[config.mk]
export PLATFORM = sky130hd
export DESIGN_NAME = tuec_top
export DESIGN_NICKNAME = d
export VERILOG_FILES = /design/src/design/tuec_pkg.sv /design/src/design/tuec_top.sv
export SDC_FILE = /design/constraint.sdc
export NUM_CORES = 1
export LEC_CHECK = 0
export ABC_CLOCK_PERIOD_IN_PS = 3700
export BUFFER_PORTS_ARGS = -buffer_cell sky130_fd_sc_hd__buf_2
export CAP_MARGIN = 15
export CORE_MARGIN = 2
export CORE_UTILIZATION = 40
export DETAILED_ROUTE_END_ITERATION = 8
export PLACE_DENSITY = 0.67
export SLEW_MARGIN = 5
export SYNTH_ARGS = -nofsm -noshare
export SYNTH_HDL_FRONTEND = slang
export SYNTH_SLANG_ARGS = --single-unit
[constraint.sdc]
create_clock -name sys_clk -period 3.7 [get_ports sys_clk]
set_input_delay 0.37 -clock sys_clk [delete_from_list [all_inputs] [get_ports sys_clk]]
set_output_delay 0.37 -clock sys_clk [all_outputs]
set_load 0.1 [all_outputs]
[src/design/tuec_pkg.sv]
package tuec_pkg;

  // Register bus geometry
  localparam int ADDR_W = 12;
  localparam int DATA_W = 32;

  // Register byte offsets
  localparam logic [11:0] OFS_GERR_NS = 12'h000;
  localparam logic [11:0] OFS_GERR_S = 12'h004;
  localparam logic [11:0] OFS_CONS_NS = 12'h008;
  localparam logic [11:0] OFS_CONS_S = 12'h00C;
  localparam logic [11:0] OFS_DPT_FAR = 12'h010;
  localparam logic [11:0] OFS_STATUS = 12'h014;
  localparam logic [11:0] OFS_CTRL = 12'h018;

  // Global error register layout
  localparam int GERR_W = 10;
  localparam int GB_CMDQ = 0;
  localparam int GB_EVTQ = 2;
  localparam int GB_PRIQ = 3;
  localparam int GB_SFM = 8;
  localparam int GB_DPT = 9;
  localparam logic [GERR_W-1:0] GERR_RST = 10'h000;

  // Command consumer error field
  localparam int CONS_LSB = 24;
  localparam int CONS_W = 7;
  localparam logic [CONS_W-1:0] CONS_RST = 7'h00;

  // Permission table fault address register layout
  localparam int FAR_ADDR_W = 24;
  localparam int FAR_CODE_LSB = 28;
  localparam int FAR_CODE_W = 4;

  // Status register layout
  localparam int ST_SFM = 0;
  localparam int ST_ISO = 1;
  localparam int ST_SYN_LSB = 4;
  localparam int SYN_W = 4;
  localparam logic [SYN_W-1:0] SYN_NONE = 4'h0;
  localparam logic [SYN_W-1:0] SYN_INT_UE = 4'h1;
  localparam logic [SYN_W-1:0] SYN_LOST = 4'h2;

  // Control register layout
  localparam int CT_IRQ_EN = 0;
  localparam int CT_RAS_EN = 1;
  localparam int CTRL_W = 2;
  localparam logic [CTRL_W-1:0] CTRL_RST = 2'h3;

  // Event code width
  localparam int EVT_W = 8;

  typedef enum logic [1:0] {
    RSP_OK = 2'b00,
    RSP_ABORT = 2'b01,
    RSP_CA = 2'b10
  } tuec_rsp_type;

  typedef enum logic {
    MODE_NORMAL = 1'b0,
    MODE_SFM = 1'b1
  } tuec_mode_type;

endpackage

[src/design/tuec_top.sv]
// Decided for this implementation: register access over APB and the address map.
`timescale 1ns/1ps
// Overview of operation
// - Abort client transactions that consumed errors
// - Report consumed errors and pulse recovery interrupt
// - With error records, report external errors as events
// - Without error records, external error aborts access
// - Fault events go to transaction's security queue
// - Walk error records walk external-abort event
// - Stream entry fetch error records fetch event
// - Descriptor fetch error records descriptor fetch event
// - Command fetch error sets flag and code
// - Page-request queue abort sets its flag
// - Event queue abort sets its flag
// - Permission lookup error sets flag, fault code
// - Lost internal consistency enters service failure
// - Service failure terminates clients, stops queues
// - Service failure answers PCIe with completer abort
// - Registers stay readable during service failure
// - Reset or recovery input leaves service failure
// - Entry sets failure flag in both registers
// - Entry pulses notification interrupt with syndrome
// - Isolated partition errors never enter service failure
// - Failure interrupt is a single-cycle pulse; recovery interrupt stays high for each cycle an error is consumed outside service failure
module tuec_top #(
  parameter bit RAS_IMPL = 1'b1,
  parameter bit SECURE_IMPL = 1'b1,
  parameter logic [tuec_pkg::EVT_W-1:0] WALK_EVT_CODE = 8'h01,
  parameter logic [tuec_pkg::EVT_W-1:0] STE_EVT_CODE = 8'h02,
  parameter logic [tuec_pkg::EVT_W-1:0] CD_EVT_CODE = 8'h03,
  parameter logic [tuec_pkg::CONS_W-1:0] CMD_ABORT_CODE = 7'h02,
  parameter logic [tuec_pkg::FAR_CODE_W-1:0] DPT_ABORT_CODE = 4'h1
) (
  // Clock and reset
  input wire logic sys_clk,
  input wire logic nrst,
  // APB slave
  input wire logic psel,
  input wire logic penable,
  input wire logic pwrite,
  input wire logic [tuec_pkg::ADDR_W-1:0] paddr,
  input wire logic [tuec_pkg::DATA_W-1:0] pwdata,
  output logic [tuec_pkg::DATA_W-1:0] prdata,
  output logic pready,
  output logic pslverr,
  // Client transaction request
  input wire logic cli_valid,
  input wire logic cli_secure,
  input wire logic cli_pcie,
  input wire logic cli_err,
  input wire logic cli_ext_err,
  // Client transaction response
  output logic rsp_valid,
  output tuec_pkg::tuec_rsp_type rsp_status,
  output logic ext_abort,
  // Consumed errors from walks and fetches
  input wire logic walk_err,
  input wire logic walk_secure,
  input wire logic ste_fetch_err,
  input wire logic ste_secure,
  input wire logic cd_fetch_err,
  input wire logic cd_secure,
  input wire logic cmdq_fetch_err,
  input wire logic cmdq_secure,
  input wire logic priq_abort_err,
  input wire logic priq_secure,
  input wire logic evtq_abort_err,
  input wire logic evtq_secure,
  input wire logic dpt_lookup_err,
  input wire logic [tuec_pkg::FAR_ADDR_W-1:0] dpt_fault_addr,
  // Internal consistency
  input wire logic internal_ue,
  input wire logic internal_ue_isolated,
  input wire logic consistency_lost,
  input wire logic sfm_recover,
  // Event queue writer
  output logic evt_valid,
  input wire logic evt_ready,
  output logic evt_secure,
  output logic [tuec_pkg::EVT_W-1:0] evt_code,
  // Queue access permission
  output logic queue_access_en,
  // Error record reporting
  output logic ras_event,
  output logic [tuec_pkg::SYN_W-1:0] ras_syndrome,
  // Interrupt pulses
  output logic err_recovery_irq,
  output logic sfm_irq
);
  import tuec_pkg::*;

  function automatic tuec_rsp_type abort_kind(input logic pcie);
    abort_kind = pcie ? RSP_CA : RSP_ABORT;
  endfunction

  function automatic logic [GERR_W-1:0] gbit(input int pos, input logic on);
    gbit = on ? (GERR_W'(1) << pos) : GERR_W'(0);
  endfunction

  tuec_mode_type mode_q;
  tuec_mode_type mode_d;
  logic [GERR_W-1:0] gerr_ns_q;
  logic [GERR_W-1:0] gerr_ns_d;
  logic [GERR_W-1:0] gerr_s_q;
  logic [GERR_W-1:0] gerr_s_d;
  logic [CONS_W-1:0] cons_ns_q;
  logic [CONS_W-1:0] cons_s_q;
  logic [FAR_ADDR_W-1:0] far_addr_q;
  logic [FAR_CODE_W-1:0] far_code_q;
  logic [SYN_W-1:0] syn_q;
  logic iso_q;
  logic [CTRL_W-1:0] ctrl_q;
  logic [DATA_W-1:0] rdata_q;
  logic walk_pend_q;
  logic walk_sec_q;
  logic ste_pend_q;
  logic ste_sec_q;
  logic cd_pend_q;
  logic cd_sec_q;

  // Bus decode
  wire logic bus_setup = psel && !penable;
  wire logic bus_access = psel && penable;
  wire logic sel_gerr_ns = paddr == OFS_GERR_NS;
  wire logic sel_gerr_s = paddr == OFS_GERR_S;
  wire logic sel_cons_ns = paddr == OFS_CONS_NS;
  wire logic sel_cons_s = paddr == OFS_CONS_S;
  wire logic sel_far = paddr == OFS_DPT_FAR;
  wire logic sel_status = paddr == OFS_STATUS;
  wire logic sel_ctrl = paddr == OFS_CTRL;
  wire logic addr_hit = sel_gerr_ns || sel_gerr_s || sel_cons_ns || sel_cons_s ||
    sel_far || sel_status || sel_ctrl;
  wire logic wr_en = bus_access && pwrite && addr_hit;
  wire logic in_sfm = mode_q == MODE_SFM;

  // Service failure entry
  // entry condition
  wire logic sfm_cause = consistency_lost || (internal_ue && !internal_ue_isolated);
  wire logic sfm_enter = !in_sfm && sfm_cause;
  wire logic [SYN_W-1:0] syn_new = consistency_lost ? SYN_LOST : SYN_INT_UE;

  // Event sources suppressed once failure mode has stopped queue traffic
  wire logic run = !in_sfm;
  wire logic walk_set = run && walk_err;
  wire logic ste_set = run && ste_fetch_err;
  wire logic cd_set = run && cd_fetch_err;

  // Event queue arbitration, walk first
  wire logic walk_go = walk_pend_q && run;
  wire logic ste_go = ste_pend_q && run && !walk_pend_q;
  wire logic cd_go = cd_pend_q && run && !walk_pend_q && !ste_pend_q;
  wire logic walk_pop = walk_go && evt_ready;
  wire logic ste_pop = ste_go && evt_ready;
  wire logic cd_pop = cd_go && evt_ready;

  // Global error set terms per security state
  // global flags
  wire logic [GERR_W-1:0] set_ns = gbit(GB_CMDQ, cmdq_fetch_err && !cmdq_secure) |
    gbit(GB_PRIQ, priq_abort_err && !priq_secure) |
    gbit(GB_EVTQ, evtq_abort_err && !evtq_secure) |
    gbit(GB_DPT, dpt_lookup_err) |
    gbit(GB_SFM, sfm_enter);
  // failure flag in secure register too
  wire logic [GERR_W-1:0] set_s_raw = gbit(GB_CMDQ, cmdq_fetch_err && cmdq_secure) |
    gbit(GB_PRIQ, priq_abort_err && priq_secure) |
    gbit(GB_EVTQ, evtq_abort_err && evtq_secure) |
    gbit(GB_SFM, sfm_enter);
  wire logic [GERR_W-1:0] set_s = SECURE_IMPL ? set_s_raw : GERR_W'(0);

  // Write-one-to-clear, failure flag protected
  // sticky failure flag
  wire logic [GERR_W-1:0] clr_mask = pwdata[GERR_W-1:0] & ~gbit(GB_SFM, 1'b1);
  wire logic [GERR_W-1:0] clr_ns = (wr_en && sel_gerr_ns) ? clr_mask : GERR_W'(0);
  wire logic [GERR_W-1:0] clr_s = (wr_en && sel_gerr_s && SECURE_IMPL) ? clr_mask :
    GERR_W'(0);
  wire logic [GERR_W-1:0] keep_sfm = gbit(GB_SFM, !sfm_recover);

  // Any consumed error, used for reporting
  wire logic ext_consumed = walk_err || ste_fetch_err || cd_fetch_err || cmdq_fetch_err ||
    priq_abort_err || evtq_abort_err || dpt_lookup_err || (cli_valid && cli_ext_err);
  wire logic any_consumed = ext_consumed || (cli_valid && cli_err) || internal_ue;

  // Client response status
  // terminate or abort
  wire logic cli_kill = in_sfm || cli_err || cli_ext_err;
  wire tuec_rsp_type rsp_next = cli_kill ? abort_kind(cli_pcie) : RSP_OK;

  // Read data mux
  wire logic [DATA_W-1:0] rd_gerr_ns = {{(DATA_W-GERR_W){1'b0}}, gerr_ns_q};
  wire logic [DATA_W-1:0] rd_gerr_s = {{(DATA_W-GERR_W){1'b0}}, gerr_s_q};
  wire logic [DATA_W-1:0] rd_cons_ns = {1'b0, cons_ns_q, {CONS_LSB{1'b0}}};
  wire logic [DATA_W-1:0] rd_cons_s = {1'b0, cons_s_q, {CONS_LSB{1'b0}}};
  wire logic [DATA_W-1:0] rd_far = {far_code_q, {(FAR_CODE_LSB-FAR_ADDR_W){1'b0}}, far_addr_q};
  wire logic [DATA_W-1:0] rd_status = {{(DATA_W-ST_SYN_LSB-SYN_W){1'b0}}, syn_q,
    {(ST_SYN_LSB-ST_ISO-1){1'b0}}, iso_q, in_sfm};
  wire logic [DATA_W-1:0] rd_ctrl = {{(DATA_W-CTRL_W){1'b0}}, ctrl_q};
  wire logic [DATA_W-1:0] rd_mux = sel_gerr_ns ? rd_gerr_ns :
    sel_gerr_s ? (SECURE_IMPL ? rd_gerr_s : DATA_W'(0)) :
    sel_cons_ns ? rd_cons_ns :
    sel_cons_s ? (SECURE_IMPL ? rd_cons_s : DATA_W'(0)) :
    sel_far ? rd_far :
    sel_status ? rd_status :
    sel_ctrl ? rd_ctrl : DATA_W'(0);

  // Next values
  // recovery input leaves failure mode
  assign mode_d = sfm_enter ? MODE_SFM : (sfm_recover ? MODE_NORMAL : mode_q);
  assign gerr_ns_d = ((gerr_ns_q & ~clr_ns) & (~gbit(GB_SFM, 1'b1) | keep_sfm)) | set_ns;
  assign gerr_s_d = ((gerr_s_q & ~clr_s) & (~gbit(GB_SFM, 1'b1) | keep_sfm)) | set_s;

  // APB answers at once; data held in flip-flops
  assign pready = 1'b1;
  assign pslverr = bus_access && !addr_hit;
  assign prdata = rdata_q;

  // Event queue writer
  // no queue traffic in failure mode
  assign queue_access_en = run;
  assign evt_valid = walk_go || ste_go || cd_go;

  always_ff @(posedge sys_clk or negedge nrst)
  begin
    if (!nrst)
    begin
      mode_q <= MODE_NORMAL;
      gerr_ns_q <= GERR_RST;
      gerr_s_q <= GERR_RST;
    end
    else
    begin
      mode_q <= mode_d;
      gerr_ns_q <= gerr_ns_d;
      gerr_s_q <= gerr_s_d;
    end
  end

  // Command consumer error codes
  // abort code captured
  always_ff @(posedge sys_clk or negedge nrst)
  begin
    if (!nrst)
    begin
      cons_ns_q <= CONS_RST;
      cons_s_q <= CONS_RST;
    end
    else if (cmdq_fetch_err)
    begin
      if (cmdq_secure && SECURE_IMPL)
        cons_s_q <= CMD_ABORT_CODE;
      else if (!cmdq_secure)
        cons_ns_q <= CMD_ABORT_CODE;
    end
  end

  // Permission table fault address
  // lookup abort code
  always_ff @(posedge sys_clk or negedge nrst)
  begin
    if (!nrst)
    begin
      far_addr_q <= '0;
      far_code_q <= '0;
    end
    else if (dpt_lookup_err)
    begin
      far_addr_q <= dpt_fault_addr;
      far_code_q <= DPT_ABORT_CODE;
    end
  end

  // Diagnosis state
  always_ff @(posedge sys_clk or negedge nrst)
  begin
    if (!nrst)
    begin
      syn_q <= SYN_NONE;
      iso_q <= 1'b0;
    end
    else
    begin
      if (sfm_enter)
        syn_q <= syn_new;
      if (internal_ue && internal_ue_isolated)
        iso_q <= 1'b1;
      else if (sfm_recover)
        iso_q <= 1'b0;
    end
  end

  // Control register and read data
  always_ff @(posedge sys_clk or negedge nrst)
  begin
    if (!nrst)
    begin
      ctrl_q <= CTRL_RST;
      rdata_q <= '0;
    end
    else
    begin
      if (wr_en && sel_ctrl)
        ctrl_q <= pwdata[CTRL_W-1:0];
      if (bus_setup && !pwrite)
        rdata_q <= rd_mux;
    end
  end

  // Pending fault events, set wins over issue
  always_ff @(posedge sys_clk or negedge nrst)
  begin
    if (!nrst)
    begin
      walk_pend_q <= 1'b0;
      ste_pend_q <= 1'b0;
      cd_pend_q <= 1'b0;
      walk_sec_q <= 1'b0;
      ste_sec_q <= 1'b0;
      cd_sec_q <= 1'b0;
    end
    else if (sfm_enter)
    begin
      walk_pend_q <= 1'b0;
      ste_pend_q <= 1'b0;
      cd_pend_q <= 1'b0;
    end
    else
    begin
      walk_pend_q <= walk_set || (walk_pend_q && !walk_pop);
      ste_pend_q <= ste_set || (ste_pend_q && !ste_pop);
      cd_pend_q <= cd_set || (cd_pend_q && !cd_pop);
      if (walk_set)
        walk_sec_q <= walk_secure && SECURE_IMPL;
      if (ste_set)
        ste_sec_q <= ste_secure && SECURE_IMPL;
      if (cd_set)
        cd_sec_q <= cd_secure && SECURE_IMPL;
    end
  end

  // Event record follows the highest-priority pending source
  always_comb
  begin
    evt_secure = 1'b0;
    evt_code = '0;
    if (walk_go)
    begin
      evt_secure = walk_sec_q;
      evt_code = WALK_EVT_CODE;
    end
    else if (ste_go)
    begin
      evt_secure = ste_sec_q;
      evt_code = STE_EVT_CODE;
    end
    else if (cd_go)
    begin
      evt_secure = cd_sec_q;
      evt_code = CD_EVT_CODE;
    end
  end

  // Client responses and reporting pulses
  always_ff @(posedge sys_clk or negedge nrst)
  begin
    if (!nrst)
    begin
      rsp_valid <= 1'b0;
      rsp_status <= RSP_OK;
      ext_abort <= 1'b0;
      ras_event <= 1'b0;
      ras_syndrome <= SYN_NONE;
      err_recovery_irq <= 1'b0;
      sfm_irq <= 1'b0;
    end
    else
    begin
      rsp_valid <= cli_valid;
      rsp_status <= cli_valid ? rsp_next : RSP_OK;
      ext_abort <= !RAS_IMPL && cli_valid && cli_ext_err;
      ras_event <= RAS_IMPL && ctrl_q[CT_RAS_EN] && (ext_consumed || sfm_enter);
      if (RAS_IMPL && sfm_enter)
        ras_syndrome <= syn_new;
      err_recovery_irq <= ctrl_q[CT_IRQ_EN] && any_consumed && run;
      sfm_irq <= sfm_enter;
    end
  end

endmodule

==> results.md, run 1 <==
Synthesis:
- The number of warnings printed during yosys synthesis is 0.
- The flip-flop cell with the highest count after synthesis is sky130_fd_sc_hd__dfrtp_1.
- After technology mapping, the gate count stands at between 300 and 400.
- The share of the Yosys chip area taken by registers is 0.573.
- The count of flip-flops with a built-in enable after synthesis is 0.
- The post-synthesis area per instance is between 10 and 15 sq um.
- The number of synthesized register bits is between 90 and 100.
- The distinct cell type count of the synthesized netlist is 46.
- The summed instance area of the synthesized netlist is 0.00398 sq mm.
- The async set or reset register ratio after synthesis is 1.00.

Cells and area:
- 0 antenna diodes ended up in the layout.
- The post-route core utilization is 0.490.
- The sequential cell area is between 0.002 and 0.0025 sq mm.
- The top cell types in the final layout, fill and taps aside, are sky130_fd_sc_hd__buf_2 (110), sky130_fd_sc_hd__dfrtp_1 (89), sky130_fd_sc_hd__mux2_2 (28).
- The net count of the finished layout is roughly 540.
- In the final layout, the share of cells above drive strength 1 is 0.381.
- The library cell used most frequently in the layout, excluding fill and tap cells, is sky130_fd_sc_hd__buf_2.
- The growth of design area from synthesis to finish is 20.0%.
- The layout filler cell count is around 900.
- The combined area of the multi-input logic cells is ~0.0015 sq mm.

CTS:
- Clock tree synthesis inserted a total of 9 buffers.
- The clock drives approximately 90 sinks.
- The number of hold buffers added after CTS is 0.
- The CTS tree is yes.
- Post-CTS timing repair inserted 0 buffers for setup.
- The number of H-tree branching levels is 3.
- The longest clock path from root to sink contains 2 buffers.
- The tree is rooted in a sky130_fd_sc_hd__clkbuf_8.
- The post-cts sizing count is 0.
- After clock tree synthesis, the clock-pin slew on the worst setup and hold paths is roughly 90 ps.
- The later pin in the worst-skew pair is clocked with a latency of 350 ps.

Critical path:
- At the worst endpoint, the required time is around 3300 ps.
- STA puts the critical path data arrival time at between 1500 and 2000 ps.
- The startpoint type of the worst setup path is a flop.
- The start-to-end type of the worst setup path is reg -> out.
- The sum of buffers and inverters on the critical path is 1.
- The family with the most delay on the worst path is buffers and inverters.
- The sort of element at the end of the critical path is an output port.
- The standard cell with the maximum stage delay on the critical path is sky130_fd_sc_hd__buf_2.
- The largest single stage delay on the critical path is approximately 450 ps.
- The worst-path maximum fanout is 5.
- Walking the worst path, the cells encountered are nor2b_1 -> a221oi_1 -> nor3_1 -> buf_2.

Power and ir drop:
- In this run the power density over the cells is roughly 460 mW/mm^2.
- The total power consumption of the routed design is about 2200 uW.
- The leakage power is ~0.0024 uW.
- The maximum VDD drop is around 260 uV.

Floorplan:
- The count of boundary I/O pins is 152.
- The die footprint is approximately 0.011 sq mm.
- The die is approximately 100 microns wide.
- The number of rows in the core area is 36.
- The placeable core area is approximately 0.0097 sq mm.
- The vertical extent of the die is between 100 and 150 microns.
- The initial standard-cell utilization of the core is 0.409.

STA:
- The clock period could shrink to 2000 ps.
- Setup repair after global routing left no endpoint under its margin.
- The final-report setup violation count is 0.
- The final worst clock skew is about 6.0 ps.
- Measured against its own limit, the worst slew margin works out to 0.329.
- The total count of max-transition violations in the final report is 0.
- Across all hold checks on the routed design, the worst slack comes to about 150 ps.
- The final sum of negative setup slack is 0 ps.
- The hold violation count in the final report was 0.
- Based on the critical path, the design can be clocked at up to roughly 500 MHz.
- The slew of the pin with the lowest slew margin is a little over 1000 ps.
- The fraction of the cycle the final worst path needs is 0.542.

Place:
- The half-perimeter wire length after detailed placement is around 6400 microns.
- The global placer's final weighted congestion is 0.760.
- The number of buffer cells added on primary ports is roughly 110.

Route:
- Summed over all layers, the routed wires come to between 8000 and 9000 microns.
- For this block, the initial DRC count from the detailed router was roughly 120.
- Dividing the detail-routed wire length by the instance count gives approximately 15 microns.
- In this run the remaining antenna-violating nets after routing total 0.
- The post-detailed-route DRC marker count is 0.
- After detailed routing, the number of vias per cell comes to just over 5.
- Before antenna repair, the detailed router went through 5 iterations.
- Across all layers, the routed design uses slightly below 3,000 vias.

GRT:
- After global routing the overflow that remains totals 0.
- The wire length of the first global-routing pass is 14,600 microns.
- The number of global-route vias before repair is 2,831.
- Across every metal layer, demand over resource in global routing totals 0.168.
- The initial antenna violation count came to 0.
- The pin count of the biggest net entering global routing is between 70 and 80.

Worst hold path:
- The tightest min-delay check is of the in -> async type.

Outcome:
- The flow ran to the end, and the final reports show no timing, DRC or antenna violations.

Flow run:
- Max-cap violations in this run came to 0.
worst register-to-register path, stage by stage (launching register included):
cell and delay [ps]:
sky130_fd_sc_hd__dfrtp_1 570, sky130_fd_sc_hd__inv_1 160, sky130_fd_sc_hd__o21ai_0 300, sky130_fd_sc_hd__mux2_2 400
logic make-up after synthesis:
group | Yosys count | share of synthesized area
muxes | 35 | 0.104
DFF | 91 | 0.573
buffers and inverters | 41 | 0.0563
AOI/OAI and AO/OA | 86 | 0.151
and+or+nand+nor | 79 | 0.113
other | 2 | 0.00189
path summary, 6_finish.rpt:
kind	start	endpoint	slack (ps)	cells after the start
worst max-delay path	ste_pend_q$_DFF_PN0_	evt_secure	1700	4
worst min-delay path	nrst	prdata[19]$_DFFE_PN0P_	150	1
worst max register to register	in_sfm$_DFFE_PN0P_	syn_q[1]$_DFFE_PN0P_	2160	3
worst min register to register	cons_ns_q[1]$_DFFE_PN0P_	cons_ns_q[1]$_DFFE_PN0P_	460	1
max in group asynchronous	nrst	gerr_ns_q[4]$_DFF_PN0_	2740	2
min in group sys_clk	cli_valid	rsp_valid$_DFF_PN0_	170	1
flip-flops by register name, indices dropped and copies added (netlist names), 2 cells and up:
name and cells:
gerr_s_q 10, ctrl_q 2, prdata 26, rsp_status 2, far_addr_q 24, gerr_ns_q 10
syn_q 2
per-stage QoR:
| stage | setup slack [ps] | instances | cell area (sq um) |
|---|---|---|---|
| after detailed placement | 1560 | 564 | 4580 |
| after global routing | 1590 | 579 | 4770 |
| after floorplan | 673 | 348 | 4030 |
| after global placement | 1600 | 564 | 4580 |
| after CTS | 1660 | 579 | 4770 |
| final | 1700 | 579 | 4770 |
cell usage after synthesis (4+ instances only):
master	number	area share
sky130_fd_sc_hd__a22oi_1	6	0.011
sky130_fd_sc_hd__o21ai_0	15	0.019
sky130_fd_sc_hd__nor2_1	18	0.017
sky130_fd_sc_hd__buf_4	16	0.030
sky130_fd_sc_hd__a21boi_0	5	0.0094
sky130_fd_sc_hd__inv_1	12	0.011
sky130_fd_sc_hd__dfrtp_1	89	0.56
sky130_fd_sc_hd__nand3_1	11	0.014
sky130_fd_sc_hd__nor2b_1	4	0.0063
sky130_fd_sc_hd__nand2_1	19	0.018
sky130_fd_sc_hd__a21boi_1	6	0.011
sky130_fd_sc_hd__nor3_1	5	0.0063
sky130_fd_sc_hd__mux2_2	28	0.079
sky130_fd_sc_hd__a22o_1	21	0.046
sky130_fd_sc_hd__clkbuf_1	10	0.0094
sky130_fd_sc_hd__a21oi_1	14	0.018
sky130_fd_sc_hd__a21o_1	11	0.021
layer usage:
layer | vias up | track usage | wire, microns
met2 | 106 | 0.269 | 4120
met5 | - | 0 | 0
met3 | 14 | 0.0428 | 523
met1 | 1422 | 0.227 | 4130
met4 | 0 | 0.0483 | 138
li1 | 1381 | - | -
power breakdown:
part | internal, uW | switching, uW
Sequential | 1050 | 38.6
Combinational | 108 | 320
Clock | 310 | 348
Total | 1470 | 706
layout make-up:
cell class	instances	share of cell area
inverter	12	0.00944
timing repair buffer	112	0.119
sequential	91	0.478
clock buffer	9	0.0260
clock inverter	6	0.0139
tap	133	0.0349
multi-input combinational	216	0.319
Power figures use the tool's default switching activity.
==> run 2: changes to the inputs <==
--- a/config.mk
+++ b/config.mk
@@ -5,13 +5,14 @@
 export SDC_FILE = /design/constraint.sdc
 export NUM_CORES = 1
 export LEC_CHECK = 0
-export ABC_CLOCK_PERIOD_IN_PS = 3700
+export ABC_AREA = 1
+export ABC_CLOCK_PERIOD_IN_PS = 1700
 export BUFFER_PORTS_ARGS = -buffer_cell sky130_fd_sc_hd__buf_2
 export CAP_MARGIN = 15
 export CORE_MARGIN = 2
 export CORE_UTILIZATION = 40
 export DETAILED_ROUTE_END_ITERATION = 8
-export PLACE_DENSITY = 0.67
+export PLACE_DENSITY = 0.69
 export SLEW_MARGIN = 5
 export SYNTH_ARGS = -nofsm -noshare
 export SYNTH_HDL_FRONTEND = slang
==> constraint.sdc (replaced) <==
create_clock -name sys_clk -period 1.7 [get_ports sys_clk]
set_input_delay 0.17 -clock sys_clk [delete_from_list [all_inputs] [get_ports sys_clk]]
set_output_delay 0.17 -clock sys_clk [all_outputs]
set_load 0.1 [all_outputs]
==> run 2 against run 1 <==
Net effect:
- worst setup slack worse by 1700 ps
- largest power group unchanged
- critical endpoint is now queue_access_en
- sequential cell count stayed put
- design area grew 13%
==> results.md, run 2 <==
CTS:
- The clock latency of the later-clocked register in the worst-skew pair was 350 ps (about the same).
- The maximum buffer depth of the clock tree was 2 (unchanged).
- The count of clock tree sinks is 91 (unchanged).
- The number of H-tree branching levels came to 3 (unchanged).
- The clock buffer count from CTS is 9 (unchanged).
- The clock-pin slew of the registers on the worst-case setup and hold paths came to 100 ps (about the same).
- The master cell of the clock root buffer is sky130_fd_sc_hd__clkbuf_8.
- TritonCTS built the clock tree.

STA:
- The maximum clock frequency is 603 MHz.
- The final-report setup violation count was 0 (unchanged).
- The fraction of the cycle the final worst path needs is 0.976.
- The total count of max-transition violations in the final report was 0 (unchanged).
- The final worst hold slack was 15.4 ps (-132 ps).
- The final worst clock skew came to 16.2 ps (+10.1 ps).
- The post-layout minimum cycle time is between 1500 and 2000 ps.
- The hold violation count in the final report is 0 (unchanged).
- The final setup slack of the worst path is 41.6 ps (-1650 ps).

Critical path:
- The signal on the critical path passes through buf_4 -> clkinv_2 -> buf_2.
- The start-to-end type of the worst setup path is reg -> out.
- The number of cells on the worst reg-to-reg path is 5 (+2).
- The sum of buffers and inverters on the critical path is 3 (+2).
- In this run the critical register-to-register path is launched from in_sfm$_DFFE_PN0P_.
- The startpoint type of the worst setup path is a flop.
- The arrival time reported for the critical path endpoint is 1490 ps (-140 ps).
- The data required time of the worst path is 1530 ps (-1800 ps).
- The family with the most delay on the worst path is buffers and inverters.
- The critical path's largest stage delay was 450 ps (about the same).
- The register-to-register setup slack came to 260 ps (-1900 ps).
- STA classifies the critical path endpoint as an output port.
- The worst-path maximum fanout is 8 (+3).
- The standard cell with the maximum stage delay on the critical path is sky130_fd_sc_hd__dfrtp_2.
- In this run the critical register-to-register path is captured at cd_sec_q$_DFFE_PN0P_.

Floorplan:
- The count of boundary I/O pins is 152 (unchanged).
- The placeable core area is 0.0103 sq mm (+6.1%).
- The chip width is 107 microns (+3.4%).
- The die footprint is 0.0115 sq mm (+6.9%).
- The vertical extent of the die is 107 microns (+3.4%).
- The number of rows in the core area is 37 (+2.8%).
- The initial standard-cell utilization of the core is 0.413 (+0.00423).

Route:
- The via density per instance is 4.70 (-6.9%).
- The number of DRC violations after detailed-routing iteration 0 is 165 (+35%).
- The final antenna-violating net count is 0 (unchanged).
- The routed length per instance is 13.1 microns (-15%).
- The first-pass iteration count of the detailed router is 4 (-1).
- The total vias in the final route is 3,591 (+23%).
- The total wire length is 10000 microns (+12%).
- The post-detailed-route DRC marker count was 0 (unchanged).

Synthesis:
- The gate count of the mapped netlist came to 500 (+50%).
- The cell taking the most area after synthesis is sky130_fd_sc_hd__dfrtp_1.
- The number of synthesized register bits was 91 (unchanged).
- The flip-flop cell with the highest count after synthesis is sky130_fd_sc_hd__dfrtp_1.
- The distinct cell type count of the synthesized netlist was 35 (-24%).
- The number of warnings printed during yosys synthesis was 0 (unchanged).
- The cell with the most instances after synthesis is sky130_fd_sc_hd__nand2_1.
- Yosys attributes the largest share of cell area to sky130_fd_sc_hd__dfrtp_1 (52%), sky130_fd_sc_hd__nand2_1 (12%), sky130_fd_sc_hd__inv_1 (6.2%).
- The summed instance area of the synthesized netlist is 0.00426 sq mm (+7.2%).
- By count the netlist is led by sky130_fd_sc_hd__nand2_1 (134), sky130_fd_sc_hd__dfrtp_1 (89), sky130_fd_sc_hd__inv_1 (70).
- The top-area cell type share of the netlist area is 0.523 (-0.0377).
- The post-synthesis area per instance was 8.52 sq um (-28%).
- The sequential-to-total area share from yosys stat is 0.535 (-0.0386).
- The count of flip-flops with a built-in enable after synthesis was 0 (unchanged).
- The async set or reset register ratio after synthesis is 1.00 (unchanged).

Cells and area:
- The number of flip-flops under the largest register name is 26 (unchanged).
- The final instance area is 0.00538 sq mm (+13%).
- The area growth from synthesis to layout is 26.2%.
- The number of nets in the final layout is 719 (+34%).
- The leading cell type in the layout, fill and taps excluded is sky130_fd_sc_hd__nand2_1.
- The share of cells above drive strength 1 came to 0.322 (-0.0595).
- The antenna diode instance count is 0 (unchanged).
- The top cell types in the final layout, fill and taps aside, are sky130_fd_sc_hd__nand2_1 (129), sky130_fd_sc_hd__buf_2 (105), sky130_fd_sc_hd__dfrtp_1 (88).
- The post-layout instance count excluding filler cells is 764 (+32%).

Power and ir drop:
- The power density over the cells was 1020 mW/mm^2 (+120%).
- The part of the total power dissipated in the clock network is 0.278 (-0.024).
- The combinational power share came to 0.283 (+0.086).
- The sequential fraction of design power is 0.439 (-0.062).
- The total internal power came to 3460 uW (+140%).
- The maximum VDD drop is 1320 uV (+400%).
- The leakage power is 0.00293 uW (+23%).
- The switching part of the total was 0.366 (+0.0416).
- The net switching power figure came to 2000 uW (+180%).

Place:
- The post-place setup slack was 58.8 ps (-1500 ps).
- The post-place instance area is 0.00508 sq mm (+11%).
- The number of buffer cells added on primary ports is 111 (unchanged).
- The global placer's final weighted congestion is 0.830 (+9.2%).
- The half-perimeter wire length after detailed placement is 7450 microns (+16%).
- The post-placement cell count is 741 (+31%).

Worst hold path:
- The kind of path behind the tightest hold check is in -> reg.
- The cell depth of the worst hold path is 3.
- The startpoint identified for the worst hold timing path is dpt_fault_addr[16].
- For hold timing, the worst endpoint is far_addr_q[16]$_DFFE_PN0P_.

Flow run:
- The number of maximum-capacitance violations is 0 (unchanged).

GRT:
- The initial antenna violation count is 0 (unchanged).
- The wire length of the first global-routing pass is 16,500 microns (+13%).
- The global-route usage over all layers came to 0.182 (+0.0144).
- The pin count of the biggest net entering global routing is 48 (-35%).
- The number of global-route vias before repair is 3,616 (+28%).
- The final global-route overflow total is 0 (unchanged).

Outcome:
- The run finished with clean final reports.
-- run 2: cell count changes after synthesis, sizes merged, moves of 5 or more --
cell,before,now
o21ai,15,62
a22o,21,0
a22oi,6,0
a21boi,11,0
nor2,19,31
mux2,30,2
inv,12,74
nand4,3,19
nand2,19,140
buf,19,24
a21o,11,0
nand3,11,17
-- run 2: power groups by stage --
stage | combinational, uW | sequential, uW | clock, uW
3_5_place_dp | 1480 | 2430 | 0
5_1_grt | 1640 | 2420 | 1670
6_report | 1550 | 2400 | 1520
2_1_floorplan | 842 | 2630 | 0
3_3_place_gp | 1460 | 2430 | 0
4_1_cts | 1520 | 2390 | 1560
-- run 2: worst max path at each step --
stage / end / startpoint / cells after the start / slack [ps]
after floorplan: evt_valid / in_sfm$_DFFE_PN0P_ / 2 / -420
after global placement: prdata[21]$_DFFE_PN0P_ / paddr[1] / 8 / 70
after detailed placement: prdata[18]$_DFFE_PN0P_ / paddr[1] / 8 / 60
after CTS: evt_valid / in_sfm$_DFFE_PN0P_ / 4 / 50
after global routing: evt_valid / walk_pend_q$_DFF_PN0_ / 4 / -5
final: queue_access_en / in_sfm$_DFFE_PN0P_ / 3 / 40
-- run 2: through the flow --
stage | utilization | power, uW | TNS, ps
floorplan | - | 3470 | -757
global route | 0.521 | 5720 | -8.44
global placement | 0.492 | 3890 | 0
finish | 0.521 | 5470 | 0
CTS | 0.518 | 5480 | 0
detailed placement | 0.492 | 3910 | 0
-- run 2: repair_timing --
item	4_1_cts	5_1_grt
hold buffers	3	0
setup endpoints to repair	4	1
setup buffers	2	2
endpoints found under the hold margin	91	0
pin swaps	1	2
gates cloned	0	0
gates resized for setup	4	3
-- run 2: cell type report --
type,instances,area (sq um)
Multi-Input combinational cell,315,1610
Clock inverter,6,71.3
Clock buffer,10,138
Tap cell,136,170
Inverter,76,294
Fill cell,976,4940
Sequential cell,91,2280
Timing Repair Buffer,130,813
-- run 2: layer usage --
| metal | share of wire | vias up | track usage |
|---|---|---|---|
| met5 | 0 | - | 0 |
| met4 | 0.015 | 0 | 0.0649 |
| met3 | 0.061 | 16 | 0.0426 |
| met2 | 0.49 | 100 | 0.303 |
| met1 | 0.44 | 1682 | 0.233 |
| li1 | - | 1793 | - |
-- run 2: worst min-delay path: stages --
cell and delay [ps]:
sky130_fd_sc_hd__buf_2 80, sky130_fd_sc_hd__nand2_1 40, sky130_fd_sc_hd__o21ai_0 50
-- run 2: cells by family (layout without fill, tap and decap cells) --
| family | after synthesis | after routing | share of synthesized area |
|---|---|---|---|
| AND/OR/NAND/NOR | 217 | 217 | 0.231 |
| multiplexers | 2 | 2 | 0.00528 |
| buffers and inverters | 108 | 222 | 0.118 |
| other | 2 | 16 | 0.00176 |
| AO/OA/AOI/OAI | 80 | 80 | 0.109 |
| flip-flops | 91 | 91 | 0.535 |
